File: config.mk
export PLATFORM = sky130hd
export DESIGN_NAME = dag_top
export DESIGN_NICKNAME = d
export VERILOG_FILES = /design/src/dag_pkg.sv /design/src/dag_top.sv
export SDC_FILE = /design/constraint.sdc
export NUM_CORES = 1
export LEC_CHECK = 0
export BUFFER_PORTS_ARGS = -buffer_cell sky130_fd_sc_hd__buf_2
export CAP_MARGIN = 5
export CORE_ASPECT_RATIO = 0.8
export CORE_MARGIN = 2
export CORE_UTILIZATION = 42
export DETAILED_ROUTE_END_ITERATION = 10
export HOLD_SLACK_MARGIN = 0.12
export MAX_ROUTING_LAYER = met4
export PLACE_DENSITY = 0.68
export SKIP_CTS_REPAIR_TIMING = 1
export SYNTH_ARGS = -nofsm -noshare
export SYNTH_HDL_FRONTEND = slang
export SYNTH_SLANG_ARGS = --single-unit
File: constraint.sdc
create_clock -name clk -period 8.9 [get_ports clk]
set_input_delay 0 -clock clk [delete_from_list [all_inputs] [get_ports clk]]
set_output_delay 0 -clock clk [all_outputs]
set_load 0.005 [all_outputs]
File: src/dag_pkg.sv
// Package for the data address generator: register map, fields, modes.
// Assumes a 16-bit core with 16 working registers and an APB register port.
package dag_pkg;
	localparam int unsigned DAG_AW   = 16;
	localparam logic [7:0] OFF_BREV  = 8'h00; // Bit-reverse control
	localparam logic [7:0] OFF_CIRC  = 8'h04; // Circular addressing control
	localparam logic [7:0] OFF_XSTA  = 8'h08; // Modulo start, X generator
	localparam logic [7:0] OFF_XEND  = 8'h0c; // Modulo end, X generator
	localparam logic [7:0] OFF_STAT  = 8'h10; // Last write-side status
	localparam int unsigned BITREV_ENABLE_BIT = 15;
	localparam int unsigned XB_MSB   = 14;
	localparam int unsigned CIRC_EN_BIT = 15;
	localparam int unsigned SEL_LSB  = 0;
	localparam int unsigned SEL_MSB  = 3;
	localparam logic [3:0] SP_SEL    = 4'hf;
	localparam logic [15:0] BREV_RST = 16'h0000;
	localparam logic [15:0] CIRC_RST = 16'h000f;
	localparam logic [15:0] STAT_BREV = 16'h0001;
	localparam logic [15:0] STAT_WRAP = 16'h0002;
	localparam logic [15:0] STAT_WB   = 16'h0004;
	localparam logic [15:0] WORD_MASK = 16'hfffe;
	localparam logic [15:0] STEP_BYTE = 16'h0001;
	localparam logic [15:0] STEP_WORD = 16'h0002;
	localparam logic [15:0] MOD_RST   = 16'h0000;

	typedef enum logic [2:0] {
		DAG_IND,
		DAG_POST_INC,
		DAG_POST_DEC,
		DAG_PRE_INC,
		DAG_PRE_DEC,
		DAG_REG_OFS
	} dag_mode_t;

	typedef struct packed {
		logic        valid;
		logic        write;
		logic        byte_acc;
		dag_mode_t   mode;
		logic [3:0]  wsel;
		logic [15:0] wval;
		logic [15:0] ofs;
	} dag_req_t;

	typedef struct packed {
		logic        valid;
		logic [15:0] ea;
		logic        wb_en;
		logic [3:0]  wb_sel;
		logic [15:0] wb_val;
	} dag_rsp_t;
endpackage : dag_pkg

File: src/dag_top.sv
// Effective address generation for the X read and write paths, with
// modulo correction and bit-reversed write addressing; APB register port.
// Assumes the core presents one request per cycle and uses the result
// one cycle later; the working register file lives in the core.
`timescale 1ns/1ps
module dag_top
(
	input  wire logic             clk,
	input  wire logic             nrst,
	input  wire logic             psel,
	input  wire logic             penable,
	input  wire logic             pwrite,
	input  wire logic [7:0]       paddr,
	input  wire logic [31:0]      pwdata,
	output logic      [31:0]      prdata,
	output logic                  pready,
	output logic                  pslverr,
	input  wire dag_pkg::dag_req_t rd_req,
	input  wire dag_pkg::dag_req_t wr_req,
	output dag_pkg::dag_rsp_t     rd_rsp,
	output dag_pkg::dag_rsp_t     wr_rsp
);
	logic [15:0] bitrev_control;
	logic [15:0] circular_addr_control;
	logic [15:0] mod_start;
	logic [15:0] mod_end;
	logic [15:0] status;

	// Reverse-carry add: carries ripple from msb toward lsb
	function automatic logic [15:0] rev_add(input logic [15:0] a,
		input logic [15:0] b);
		logic [15:0] s;
		logic        c;
		c = 1'b0;
		s = '0;
		for (int i = 15; i >= 0; i--)
		begin
			s[i] = a[i] ^ b[i] ^ c;
			c = (a[i] & b[i]) | (c & (a[i] ^ b[i]));
		end
		return s;
	endfunction : rev_add

	// Step size and direction of a mode
	function automatic logic [15:0] step(input dag_pkg::dag_req_t r);
		logic [15:0] sz;
		sz = r.byte_acc ? dag_pkg::STEP_BYTE : dag_pkg::STEP_WORD;
		unique case (r.mode)
			dag_pkg::DAG_POST_INC, dag_pkg::DAG_PRE_INC: step = sz;
			dag_pkg::DAG_POST_DEC, dag_pkg::DAG_PRE_DEC: step = -sz;
			dag_pkg::DAG_REG_OFS: step = r.ofs;
			default: step = 16'h0000;
		endcase
	endfunction : step

	// Inequality against the bounds so a jump past either end wraps
	function automatic logic [15:0] wrap(input logic [15:0] a,
		input logic [15:0] st, input logic [15:0] en,
		input logic inc, input logic on);
		logic [15:0] len;
		len = en - st + 16'h0001;
		if (on && inc && a > en)
			wrap = a - len;
		else if (on && !inc && a < st)
			wrap = a + len;
		else
			wrap = a;
	endfunction : wrap

	function automatic logic is_pre(input dag_pkg::dag_mode_t m);
		return m == dag_pkg::DAG_PRE_INC || m == dag_pkg::DAG_PRE_DEC;
	endfunction : is_pre

	function automatic logic modifies(input dag_pkg::dag_mode_t m);
		return m != dag_pkg::DAG_IND && m != dag_pkg::DAG_REG_OFS;
	endfunction : modifies

	function automatic logic incs(input dag_pkg::dag_req_t r);
		return r.mode == dag_pkg::DAG_PRE_INC
			|| r.mode == dag_pkg::DAG_POST_INC
			|| (r.mode == dag_pkg::DAG_REG_OFS && !r.ofs[15]);
	endfunction : incs

	// Modulo on every register when enabled, except writes while reversal is active;
	// the control field's low nibble selects only the pointer for reversed write addressing
	wire [3:0]  sel      = circular_addr_control[dag_pkg::SEL_MSB:
		dag_pkg::SEL_LSB];
	wire        circ_on  = circular_addr_control[dag_pkg::CIRC_EN_BIT];
	wire        brev_bit = bitrev_control[dag_pkg::BITREV_ENABLE_BIT];
	wire [14:0] xb       = bitrev_control[dag_pkg::XB_MSB:0];
	wire [15:0] xb_bytes = {xb, 1'b0};

	// Read side: modulo only, never reversed
	wire [15:0] rd_sum  = rd_req.wval + step(rd_req);
	wire [15:0] rd_mod  = wrap(rd_sum, mod_start, mod_end, incs(rd_req),
		circ_on);
	wire [15:0] rd_ea   = (is_pre(rd_req.mode)
		|| rd_req.mode == dag_pkg::DAG_REG_OFS) ? rd_mod : rd_req.wval;

	// Write side reversed mode
	wire wr_incmode = wr_req.mode == dag_pkg::DAG_PRE_INC
		|| wr_req.mode == dag_pkg::DAG_POST_INC;
	wire brev_act = sel != dag_pkg::SP_SEL && brev_bit && wr_incmode
		&& wr_req.wsel == sel && !wr_req.byte_acc
		&& wr_req.write;
	// Base stays in normal order; the modifier is added with reversed carry
	wire [15:0] wr_rev  = rev_add(wr_req.wval, xb_bytes)
		& dag_pkg::WORD_MASK;
	wire [15:0] wr_sum  = wr_req.wval + step(wr_req);
	wire [15:0] wr_mod  = wrap(wr_sum, mod_start, mod_end, incs(wr_req),
		circ_on && !brev_act);
	wire [15:0] wr_next = brev_act ? wr_rev : wr_mod;
	wire [15:0] wr_base = brev_act ? (wr_req.wval & dag_pkg::WORD_MASK)
		: wr_req.wval;
	wire [15:0] wr_ea   = (is_pre(wr_req.mode)
		|| wr_req.mode == dag_pkg::DAG_REG_OFS) ? wr_next : wr_base;
	wire wr_wrap = wr_mod != wr_sum;

	// APB decode, zero wait states
	wire        apb_wr  = psel && penable && pwrite;
	wire        hit     = paddr == dag_pkg::OFF_BREV
		|| paddr == dag_pkg::OFF_CIRC || paddr == dag_pkg::OFF_XSTA
		|| paddr == dag_pkg::OFF_XEND || paddr == dag_pkg::OFF_STAT;
	logic [15:0] rd_mux;
	always_comb
	begin
		unique case (paddr)
			dag_pkg::OFF_BREV: rd_mux = bitrev_control;
			dag_pkg::OFF_CIRC: rd_mux = circular_addr_control;
			dag_pkg::OFF_XSTA: rd_mux = mod_start;
			dag_pkg::OFF_XEND: rd_mux = mod_end;
			dag_pkg::OFF_STAT: rd_mux = status;
			default:           rd_mux = 16'h0000;
		endcase
	end

	always_ff @(posedge clk or negedge nrst)
	begin
		if (!nrst)
		begin
			bitrev_control        <= dag_pkg::BREV_RST;
			circular_addr_control <= dag_pkg::CIRC_RST;
			mod_start             <= dag_pkg::MOD_RST;
			mod_end               <= dag_pkg::MOD_RST;
		end
		else if (apb_wr)
		begin
			unique case (paddr)
				dag_pkg::OFF_BREV: bitrev_control <= pwdata[15:0];
				dag_pkg::OFF_CIRC: circular_addr_control <= pwdata[15:0];
				dag_pkg::OFF_XSTA: mod_start <= pwdata[15:0];
				dag_pkg::OFF_XEND: mod_end <= pwdata[15:0];
				default: ;
			endcase
		end
	end

	always_ff @(posedge clk or negedge nrst)
	begin
		if (!nrst)
		begin
			prdata  <= 32'h0000_0000;
			pready  <= 1'b0;
			pslverr <= 1'b0;
		end
		else
		begin
			pready  <= psel && !penable;
			pslverr <= psel && !penable && !hit;
			prdata  <= (psel && !penable && !pwrite) ? {16'h0000, rd_mux}
				: 32'h0000_0000;
		end
	end

	// Results registered one cycle after the request
	always_ff @(posedge clk or negedge nrst)
	begin
		if (!nrst)
		begin
			rd_rsp <= '0;
			wr_rsp <= '0;
			status <= 16'h0000;
		end
		else
		begin
			rd_rsp.valid  <= rd_req.valid;
			rd_rsp.ea     <= rd_ea;
			rd_rsp.wb_en  <= rd_req.valid && modifies(rd_req.mode);
			rd_rsp.wb_sel <= rd_req.wsel;
			rd_rsp.wb_val <= rd_mod;
			wr_rsp.valid  <= wr_req.valid;
			wr_rsp.ea     <= wr_ea;
			wr_rsp.wb_en  <= wr_req.valid && modifies(wr_req.mode);
			wr_rsp.wb_sel <= wr_req.wsel;
			wr_rsp.wb_val <= wr_next;
			if (wr_req.valid)
				status <= (brev_act ? dag_pkg::STAT_BREV : 16'h0000)
					| (wr_wrap ? dag_pkg::STAT_WRAP : 16'h0000)
					| (modifies(wr_req.mode) ? dag_pkg::STAT_WB : 16'h0000);
		end
	end

	a_wb_offset_mode: assert property (@(posedge clk) disable iff (!nrst)
		wr_req.valid && wr_req.mode == dag_pkg::DAG_REG_OFS
		|=> !wr_rsp.wb_en)
		else $error("pointer written back in offset mode");
	a_rev_ea_even: assert property (@(posedge clk) disable iff (!nrst)
		wr_req.valid && brev_act |=> wr_rsp.ea[0] == 1'b0)
		else $error("reversed address not word aligned");
	a_rev_sp_off: assert property (@(posedge clk) disable iff (!nrst)
		sel == dag_pkg::SP_SEL |-> !brev_act)
		else $error("reversal on stack pointer");
	a_rev_byte_off: assert property (@(posedge clk) disable iff (!nrst)
		wr_req.byte_acc |-> !brev_act)
		else $error("reversal on byte access");
	a_rev_next_val: assert property (@(posedge clk) disable iff (!nrst)
		wr_req.valid && brev_act
		|=> wr_rsp.wb_val == (rev_add($past(wr_req.wval), {$past(xb), 1'b0})
		& 16'hfffe))
		else $error("reversed next pointer wrong");
	a_rev_noinc_ofs: assert property (@(posedge clk) disable iff (!nrst)
		wr_req.valid && brev_act && wr_req.mode == dag_pkg::DAG_POST_INC
		|=> wr_rsp.ea == ($past(wr_req.wval) & 16'hfffe))
		else $error("post mode address not pointer");
	a_rd_wrap_up: assert property (@(posedge clk) disable iff (!nrst)
		rd_req.valid && circ_on && incs(rd_req) && rd_sum > mod_end
		|=> rd_rsp.wb_val == $past(rd_sum) - ($past(mod_end)
		- $past(mod_start) + 16'h0001))
		else $error("read side upper wrap wrong");
	a_rd_no_rev: assert property (@(posedge clk) disable iff (!nrst)
		rd_req.valid && !circ_on && rd_req.mode == dag_pkg::DAG_PRE_INC
		|=> rd_rsp.ea == $past(rd_sum))
		else $error("read side altered without modulo");
	a_wr_mod_off: assert property (@(posedge clk) disable iff (!nrst)
		brev_act |-> wr_mod == wr_sum)
		else $error("modulo active during reversal");

	// Bus handshake: one access cycle, and an error only when unmapped
	a_apb_ready_next: assert property (@(posedge clk) disable iff (!nrst)
		psel && !penable |=> pready)
		else $error("no ready after setup");
	a_apb_ready_once: assert property (@(posedge clk) disable iff (!nrst)
		pready |=> !pready)
		else $error("ready held past one cycle");
	a_apb_err_unmap: assert property (@(posedge clk) disable iff (!nrst)
		psel && !penable && !hit |=> pslverr)
		else $error("no error on unmapped offset");
	a_apb_err_mapped: assert property (@(posedge clk) disable iff (!nrst)
		psel && !penable && hit |=> !pslverr)
		else $error("error on mapped offset");
	a_apb_hi_zero: assert property (@(posedge clk) disable iff (!nrst)
		prdata[31:16] == 16'h0000)
		else $error("upper read half not zero");
	a_apb_data_idle: assert property (@(posedge clk) disable iff (!nrst)
		!pready |-> prdata == 32'h0000_0000)
		else $error("read data outside access");
	a_apb_start_wr: assert property (@(posedge clk) disable iff (!nrst)
		apb_wr && paddr == dag_pkg::OFF_XSTA
		|=> mod_start == $past(pwdata[15:0]))
		else $error("modulo start not written");
	a_xb_field: assert property (@(posedge clk) disable iff (!nrst)
		apb_wr && paddr == dag_pkg::OFF_BREV
		|=> xb == $past(pwdata[dag_pkg::XB_MSB:0]))
		else $error("modifier field not taken");

	// Modulo: a zero-length buffer is left to software to avoid
	a_rd_wrap_down: assert property (@(posedge clk) disable iff (!nrst)
		rd_req.valid && circ_on && !incs(rd_req) && rd_sum < mod_start
		|=> rd_rsp.wb_val == $past(rd_sum) + ($past(mod_end)
		- $past(mod_start) + 16'h0001))
		else $error("read side lower wrap wrong");
	a_rd_in_range: assert property (@(posedge clk) disable iff (!nrst)
		rd_req.valid && rd_sum >= mod_start && rd_sum <= mod_end
		|=> rd_rsp.wb_val == $past(rd_sum))
		else $error("in-range address altered");
	a_wr_wrap_up: assert property (@(posedge clk) disable iff (!nrst)
		wr_req.valid && !brev_act && circ_on && incs(wr_req)
		&& wr_sum > mod_end
		|=> wr_rsp.wb_val == $past(wr_sum) - ($past(mod_end)
		- $past(mod_start) + 16'h0001))
		else $error("write side upper wrap wrong");
	a_ofs_ea_wrap: assert property (@(posedge clk) disable iff (!nrst)
		rd_req.valid && circ_on && rd_req.mode == dag_pkg::DAG_REG_OFS
		&& !rd_req.ofs[15] && rd_sum > mod_end
		|=> rd_rsp.ea == $past(rd_sum) - ($past(mod_end)
		- $past(mod_start) + 16'h0001))
		else $error("offset access not corrected");
	a_rd_wb_mod: assert property (@(posedge clk) disable iff (!nrst)
		rd_req.valid && modifies(rd_req.mode) |=> rd_rsp.wb_en)
		else $error("modified pointer not written back");
	a_rd_wb_ofs: assert property (@(posedge clk) disable iff (!nrst)
		rd_req.valid && rd_req.mode == dag_pkg::DAG_REG_OFS
		|=> !rd_rsp.wb_en)
		else $error("pointer written back in offset read");
	a_wb_ind_mode: assert property (@(posedge clk) disable iff (!nrst)
		wr_req.valid && wr_req.mode == dag_pkg::DAG_IND |=> !wr_rsp.wb_en)
		else $error("pointer written back in plain indirect");
	a_rd_mod_brev: assert property (@(posedge clk) disable iff (!nrst)
		rd_req.valid && brev_bit && rd_req.wsel == sel && circ_on
		&& incs(rd_req) && rd_sum > mod_end
		|=> rd_rsp.wb_val == $past(rd_sum) - ($past(mod_end)
		- $past(mod_start) + 16'h0001))
		else $error("read modulo lost on reversed pointer");

	// Reversal: write path only, word data, increment modes
	a_rd_post_ea: assert property (@(posedge clk) disable iff (!nrst)
		rd_req.valid && rd_req.mode == dag_pkg::DAG_POST_INC
		|=> rd_rsp.ea == $past(rd_req.wval))
		else $error("read address not the pointer");
	a_rev_pre_ea: assert property (@(posedge clk) disable iff (!nrst)
		wr_req.valid && brev_act && wr_req.mode == dag_pkg::DAG_PRE_INC
		|=> wr_rsp.ea == (rev_add($past(wr_req.wval), {$past(xb), 1'b0})
		& dag_pkg::WORD_MASK))
		else $error("pre mode reversed address wrong");
	a_byte_norm: assert property (@(posedge clk) disable iff (!nrst)
		wr_req.valid && wr_req.byte_acc && !circ_on
		&& wr_req.mode == dag_pkg::DAG_POST_INC
		|=> wr_rsp.wb_val == $past(wr_req.wval) + dag_pkg::STEP_BYTE)
		else $error("byte access not stepped normally");
	a_rev_dis_norm: assert property (@(posedge clk) disable iff (!nrst)
		wr_req.valid && !brev_bit && !circ_on && !wr_req.byte_acc
		&& wr_req.mode == dag_pkg::DAG_POST_INC
		|=> wr_rsp.wb_val == $past(wr_req.wval) + dag_pkg::STEP_WORD)
		else $error("reversal without enable bit");
	a_rev_sp_norm: assert property (@(posedge clk) disable iff (!nrst)
		wr_req.valid && sel == dag_pkg::SP_SEL && !circ_on
		&& !wr_req.byte_acc && wr_req.mode == dag_pkg::DAG_POST_INC
		|=> wr_rsp.wb_val == $past(wr_req.wval) + dag_pkg::STEP_WORD)
		else $error("reversal on stack pointer select");

	// One answer per request, carrying its pointer select
	a_rd_rsp_valid: assert property (@(posedge clk) disable iff (!nrst)
		rd_req.valid |=> rd_rsp.valid)
		else $error("read request not answered");
	a_wr_rsp_valid: assert property (@(posedge clk) disable iff (!nrst)
		wr_req.valid |=> wr_rsp.valid && wr_rsp.wb_sel == $past(wr_req.wsel))
		else $error("write request not answered");
endmodule : dag_top

==> results.json, run 1 <==
{
  "status": "completed",
  "slowest_delay_ps": 960,
  "synthFlopType": "dfrtp_1",
  "num_vias": 13026,
  "multi_input_area_mm2": 0.00972,
  "clkSlewWorstSetupHoldPaths_ps": 80,
  "holdPathEnd": "prdata[3]",
  "maxSlewHeadroom": 0.257,
  "r2r_cells": 19,
  "yosysTopAreaCell": "dfrtp_1",
  "cts.sinks": 161,
  "holdPathStages": 3,
  "cts_made_buffers": 17,
  "path_cells": "dlygate4sd3_1 > buf_2 > or3b_2 > o21ai_0 > ha_1 > a21o_1 > a2111oi_0 > a211o_1 > o211ai_1 > nor2_1 > ha_1 > nand4_1 > or4b_1 > o221ai_1 > or3_1 > or2b_2 > o311ai_0 > o32ai_1 > a2111oi_2 > nand4_1 > o22a_1",
  "tightest_slew_ps": 1090,
  "ys_top_cells_by_area": "dfrtp_1, ha_1, mux2_2",
  "cts_root_buf": "clkbuf_16",
  "reg2reg_from": "bitrev_control[14]",
  "cp_max_fo": 15,
  "io-pin-count": 239,
  "rows": 60,
  "ys_seq_area_frac": 0.278,
  "hold_viol_final": 0,
  "synth.distinct_cells": 92,
  "nFillCells": 3103,
  "grt_pass1_vias": 12228,
  "drt_pass1_iterations": 5,
  "hold_class": "primary input to flop",
  "skew_ps": 16.9,
  "cp_num_buf_inv": 2,
  "fin_crit_sh": 0.774,
  "rsz0062_at_grt": "false",
  "areaGrowthSynthToFinish_pct": 18.6,
  "synth_edf_count": 0,
  "ant_nets": 0,
  "start_kind": "primary input",
  "wl_per_cell_um": 21.1,
  "critPathKind": "primary input to flop",
  "io_buffers": 205,
  "syn_avg_cell_area_um2": 9.45,
  "cts_tree": "built",
  "seqCellArea_mm2": 0.00403,
  "power.density_mw_per_mm2": 192,
  "min_from": "pwrite",
  "cp_data_required_time_ps": 9240,
  "cts_buffer_depth": 2,
  "max_freq_ghz": 0.145,
  "path_delay_family": "simple AND/OR/NAND/NOR gates",
  "fp.dieH_um": 170,
  "coreArea_mm2": 0.0338,
  "initial_core_util": 0.429,
  "syn_inst": 1533,
  "grt_antenna_before_repair": 1,
  "via_per_inst": 5.82,
  "slew_violations": 0,
  "drv_cap": 0,
  "setup_violations": 0,
  "synth-async-reset-ratio": 1.00,
  "yosys.area.top_type_share": 0.271,
  "finalSetupTns_ps": 0,
  "drive_gt1_frac": 0.225,
  "die_x_um": 212,
  "layout_common_cells": "buf_2, ha_1, dfrtp_1",
  "fin_crit_ps": 6890,
  "die-area_mm2": 0.0360,
  "crit_slowest_cell": "a2111oi_0",
  "synth_area_mm2": 0.0145,
  "drt-total-wl_mm": 47.3,
  "p_leak_nw": 7.96,
  "grt_usage": 0.266,
  "r2r-end": "wr_rsp[22]",
  "finalPower_mw": 3.31,
  "clk_latency_ps": 450,
  "drcViolationCount": 0,
  "hpwl_mm": 36.9,
  "gp_congestion": 0.951,
  "layout_commonest_cell": "buf_2",
  "nets": 2120,
  "h-tree-depth": 4,
  "ys_warn_count": 0,
  "ir_drop_uv": 133,
  "r2r_slack_ps": 2170,
  "drtIter0Drc": 1109,
  "grt_max_degree": 103,
  "ys_ff_latch": 161,
  "cp.arrival_ps": 7230,
  "overflow": 0,
  "worstSetupPathDepth": 21,
  "end_kind": "flop",
  "grt_pass1_wl_mm": 71.0
}
==> worst max-delay path by stage <==
stage               slack [ps]    endpoint               start
floorplan                 2650  wr_rsp[22]  bitrev_control[14]
global placement          2260   status[1]          wr_req[36]
detailed placement        2110   status[1]          wr_req[36]
CTS                       2180  wr_rsp[22]  bitrev_control[14]
global route              1500   status[1]          wr_req[37]
finish                    2010   status[1]          wr_req[37]
==> worst min-delay path: stages <==
cell and delay (ps):
buf_2 110, nor2_1 180, and3_1 230
==> per-layer routing <==
metal	global-route usage	routed length, um	vias to the layer above
li1	-	-	6149
met1	0.378	22400	6397
met2	0.400	21300	423
met3	0.0417	2720	57
met4	0.0554	779	0
met5	-	0	-
==> state kept, by name, indices dropped and copies added (netlist names) <==
register,cells
bitrev_control,16
circular_addr_control,16
mod_end,16
mod_start,16
prdata,16
pready,1
pslverr,1
rd_rsp,38
status,3
wr_rsp,38
==> metrics by stage <==
step | utilization | area [um^2] | setup slack (ps) | hold WS [ps] | instances
after detailed placement | 0.469 | 15800 | 2110 | 109 | 2135
after global routing | 0.508 | 17200 | 1500 | 131 | 2237
after global placement | 0.469 | 15800 | 2260 | 107 | 2135
after floorplan | - | 14500 | 2650 | -296 | 1548
after CTS | 0.488 | 16500 | 2180 | -358 | 2167
final | 0.508 | 17200 | 2010 | 101 | 2237
==> cell type report <==
| class | count | share of cell area |
|---|---|---|
| well taps | 434 | 0.0316 |
| multi-input cells | 1212 | 0.566 |
| inverters | 107 | 0.0234 |
| clock buffers | 17 | 0.0248 |
| diodes | 1 | 0.000146 |
| repair buffers | 290 | 0.107 |
| flip-flops and latches | 161 | 0.235 |
| clock inverters | 15 | 0.0122 |
==> Yosys cell counts (all sizes together) (5+ instances only) <==
master and count:
o22ai 13, ha 182, dfrtp 157, nor2 93, a221oi 13, o221ai 10, xnor2 55, a22oi 11
mux4 13, o21bai 17, nor2b 40, a221o 13, xor2 21, and3 23, a211oi 16, nor3 34
or3 11, a22o 8, nor4 7, a21oi 90, clkbuf 41, o31ai 10, nand3 26, and2 5
mux2 95, o211ai 14, inv 107, o21ai 90, a31oi 12, buf 26, a2111oi 10, a21o 35
o21a 18, fa 20, mux2i 5, nand2b 16, nand4 17, nand2 70, or2 12, o2111ai 6
==> logic make-up after synthesis <==
family / after synthesis / share of synthesized area
AO/OA/AOI/OAI: 431 / 0.205
AND/OR/NAND/NOR: 374 / 0.133
adder cells (fa/ha/maj): 202 / 0.185
buffers and inverters: 175 / 0.0551
flip-flops: 161 / 0.278
multiplexers: 113 / 0.0975
XOR/XNOR: 76 / 0.0459
other: 1 / 0.000259
==> where the power goes <==
part	switching [mW]	leakage, nW	internal [mW]	total, mW
sequential	0.0259	2.04	0.803	0.829
combinational	0.993	5.61	0.662	1.66
clock	0.388	0.310	0.434	0.821
(Power assumes the default switching activity.)
==> inputs of run 2 (changes only) <==
--- a/config.mk
+++ b/config.mk
@@ -5,6 +5,7 @@
 export SDC_FILE = /design/constraint.sdc
 export NUM_CORES = 1
 export LEC_CHECK = 0
+export ABC_AREA = 1
 export BUFFER_PORTS_ARGS = -buffer_cell sky130_fd_sc_hd__buf_2
 export CAP_MARGIN = 5
 export CORE_ASPECT_RATIO = 0.8
@@ -13,7 +14,7 @@
 export DETAILED_ROUTE_END_ITERATION = 10
 export HOLD_SLACK_MARGIN = 0.12
 export MAX_ROUTING_LAYER = met4
-export PLACE_DENSITY = 0.68
+export PLACE_DENSITY = 0.71
 export SKIP_CTS_REPAIR_TIMING = 1
 export SYNTH_ARGS = -nofsm -noshare
 export SYNTH_HDL_FRONTEND = slang
==> constraint.sdc (replaced) <==
create_clock -name clk -period 5.5 [get_ports clk]
set_input_delay 0 -clock clk [delete_from_list [all_inputs] [get_ports clk]]
set_output_delay 0 -clock clk [all_outputs]
set_load 0.005 [all_outputs]
==> run 2 against run 1 <==
The run now ends with setup timing left. Flip-flop and latch count unchanged. Combinational power up 70%. Utilization is essentially flat. Final cell count is 25% higher. Routed wire length rose by 6.3%. Critical path depth decreased by 2. Clock power is 51% higher. Count of clock-buffer cells in the layout increased by 1. Global-route usage up 1.7 points. Total power increased by 63%. First-iteration DRC count rose by 23%. Worst setup slack worse by 2300 ps. Critical path type is now flop to flop.
==> results.json, run 2 <==
{
  "min_from": "wr_req[40]",
  "cp-endpoint": "wr_rsp[22]",
  "nets": 2647,
  "drive_gt1_frac": 0.135,
  "nFillCells": 3377,
  "setup_ws_ps": -325,
  "hold_viol_final": 0,
  "layout_common_cells": "nand2_1, inv_1, buf_2",
  "overflow": 0,
  "path_delay_family": "adder cells",
  "via_per_inst": 5.33,
  "ant_nets": 0,
  "drt_pass1_iterations": 6,
  "clkSlewWorstSetupHoldPaths_ps": 80,
  "yosysTopAreaCell": "dfrtp_1",
  "fp.dieH_um": 171,
  "status": "finished, violations left",
  "die-area_mm2": 0.0363,
  "hpwl_mm": 40.0,
  "yosys.area_share.xor_xnor": 0.0473,
  "drt-total-wl_mm": 50.2,
  "synth-async-reset-ratio": 1.00,
  "antenna_cells": 0,
  "synth_commonest_cells": "nand2_1, inv_1, ha_1",
  "ys_warn_count": 0,
  "io-pin-count": 239,
  "final_cell_area_mm2": 0.0175,
  "ys_seq_area_frac": 0.276,
  "start_kind": "flop",
  "startpoint": "bitrev_control[14]",
  "r2r-end": "wr_rsp[22]",
  "coreArea_mm2": 0.0345,
  "ir_drop_uv": 233,
  "rsz0062_at_grt": "true",
  "max_freq_ghz": 0.172,
  "tightest_slew_ps": 1250,
  "critPathKind": "flop to flop",
  "maxSlewHeadroom": 0.160,
  "synth_area_mm2": 0.0146,
  "io_buffers": 205,
  "cp.arrival_ps": 6190,
  "hold_class": "primary input to flop",
  "yosys.area.top_type_share": 0.269,
  "syn_avg_cell_area_um2": 7.14,
  "violations": "setup timing",
  "synth.distinct_cells": 55,
  "h-tree-depth": 4,
  "initial_core_util": 0.424,
  "dpl-instance-area_mm2": 0.0162,
  "top_regs": "rd_rsp (38), wr_rsp (38)",
  "r2r_slack_ps": -320,
  "power.density_mw_per_mm2": 307,
  "areaGrowthSynthToFinish_pct": 19.9,
  "crit_top_cell": "fa_2",
  "cts_made_buffers": 17,
  "slew_violations": 0,
  "fin_hold_ws_ps": 77.3,
  "ys_ff_latch": 161,
  "synth_top_family_by_area": "simple AND/OR/NAND/NOR gates",
  "grt_pass1_wl_mm": 76.1,
  "dp.cells": 2701,
  "grt_max_degree": 88,
  "p_leak_nw": 9.14,
  "multi_input_area_mm2": 0.00945,
  "grt_antenna_before_repair": 0,
  "rows": 61,
  "drv_cap": 0,
  "wl_per_cell_um": 17.9,
  "cts_tree": "built",
  "drcViolationCount": 0,
  "synth_adder_area_share": 0.183,
  "cts_root_buf": "clkbuf_16",
  "synth-simple-area-share": 0.262,
  "synthFlopType": "dfrtp_1",
  "synth_edf_count": 0,
  "cp_num_buf_inv": 0,
  "r2r_cells": 19,
  "synthMuxAreaShare": 0,
  "cts_buffer_depth": 2,
  "reg2reg_from": "bitrev_control[14]",
  "end_kind": "flop",
  "ys_top_cells_by_area": "dfrtp_1, nand2_1, ha_1",
  "drtIter0Drc": 1362,
  "num_vias": 14940,
  "slowest_delay_ps": 390,
  "seqCellArea_mm2": 0.00403,
  "finish.utilization": 0.508,
  "worstSetupPathDepth": 19,
  "grt_pass1_vias": 13740,
  "syn_inst": 2048,
  "layout_commonest_cell": "nand2_1",
  "die_x_um": 213,
  "clk_latency_ps": 470,
  "grt_usage": 0.283,
  "cp_max_fo": 2,
  "cp_data_required_time_ps": 5860,
  "path_cells": "ha_2 > fa_2 > fa_2 > fa_2 > fa_2 > fa_2 > fa_2 > fa_2 > fa_2 > fa_2 > fa_2 > fa_2 > fa_2 > fa_2 > xnor2_2 > xor2_1 > o21ai_1 > nand2_1 > nand2_1",
  "cts.sinks": 161,
  "synth.most_common_cell": "nand2_1",
  "fin_crit_ps": 5820,
  "final_cells": 2801,
  "gp_congestion": 0.988,
  "setup_violations": 4,
  "skew_ps": 18.9,
  "synth_compound_area_frac": 0.144,
  "dp_slack_ps": -241,
  "fin_crit_sh": 1.06,
  "crit_slowest_cell": "dfrtp_1"
}
run 2: tightest hold or removal path, cell delays in order:
cell	delay, ps
buf_2	90
nand2_1	70
nor3_1	50
nand2_1	60
a2111oi_0	70
a21oi_1	160
run 2: worst min path at each step:
stage,slack (ps),end,depth (start not counted)
final,80,wr_rsp[0],6
after global routing,130,prdata[4],5
after CTS,-380,rd_rsp[18],1
after detailed placement,110,rd_rsp[16],1
after global placement,110,rd_rsp[19],1
after floorplan,-300,bitrev_control[0],0
run 2: cell type report:
cell class / count / share of cell area
clock inverter: 14 / 0.00942
timing repair buffer: 301 / 0.110
clock buffer: 18 / 0.0250
inverter: 248 / 0.0532
sequential: 161 / 0.230
multi-input combinational: 1587 / 0.539
tap: 472 / 0.0337
run 2: cell families (layout without fill, tap and decap cells):
logic type | Yosys count | in the layout
AO/OA/AOI/OAI | 365 | 365
AND/OR/NAND/NOR | 925 | 925
buffers and inverters | 315 | 581
other | 1 | 16
adder cells (fa/ha/maj) | 202 | 202
XOR/XNOR | 79 | 79
flip-flops | 161 | 161
run 2: through the flow:
step / TNS, ps / total power, mW
6_report: -1070 / 5.39
5_1_grt: -1750 / 5.78
4_1_cts: -991 / 5.31
3_5_place_dp: -764 / 4.06
3_3_place_gp: -720 / 4.02
2_1_floorplan: -66.6 / 3.18
run 2: power breakdown:
part           leakage (nW)  internal, mW  total [mW]  switching [mW]
clock                 0.289         0.624        1.24           0.615
sequential             2.06          1.29        1.33          0.0375
combinational          6.79         0.991        2.82            1.83
total                  9.14          2.91        5.39            2.48
run 2: per-layer routing:
metal / routed length (um) / GRT usage
met2: 22500 / 0.421
met4: 799 / 0.0638
met5: 0 / -
met1: 23300 / 0.399
met3: 3650 / 0.0525
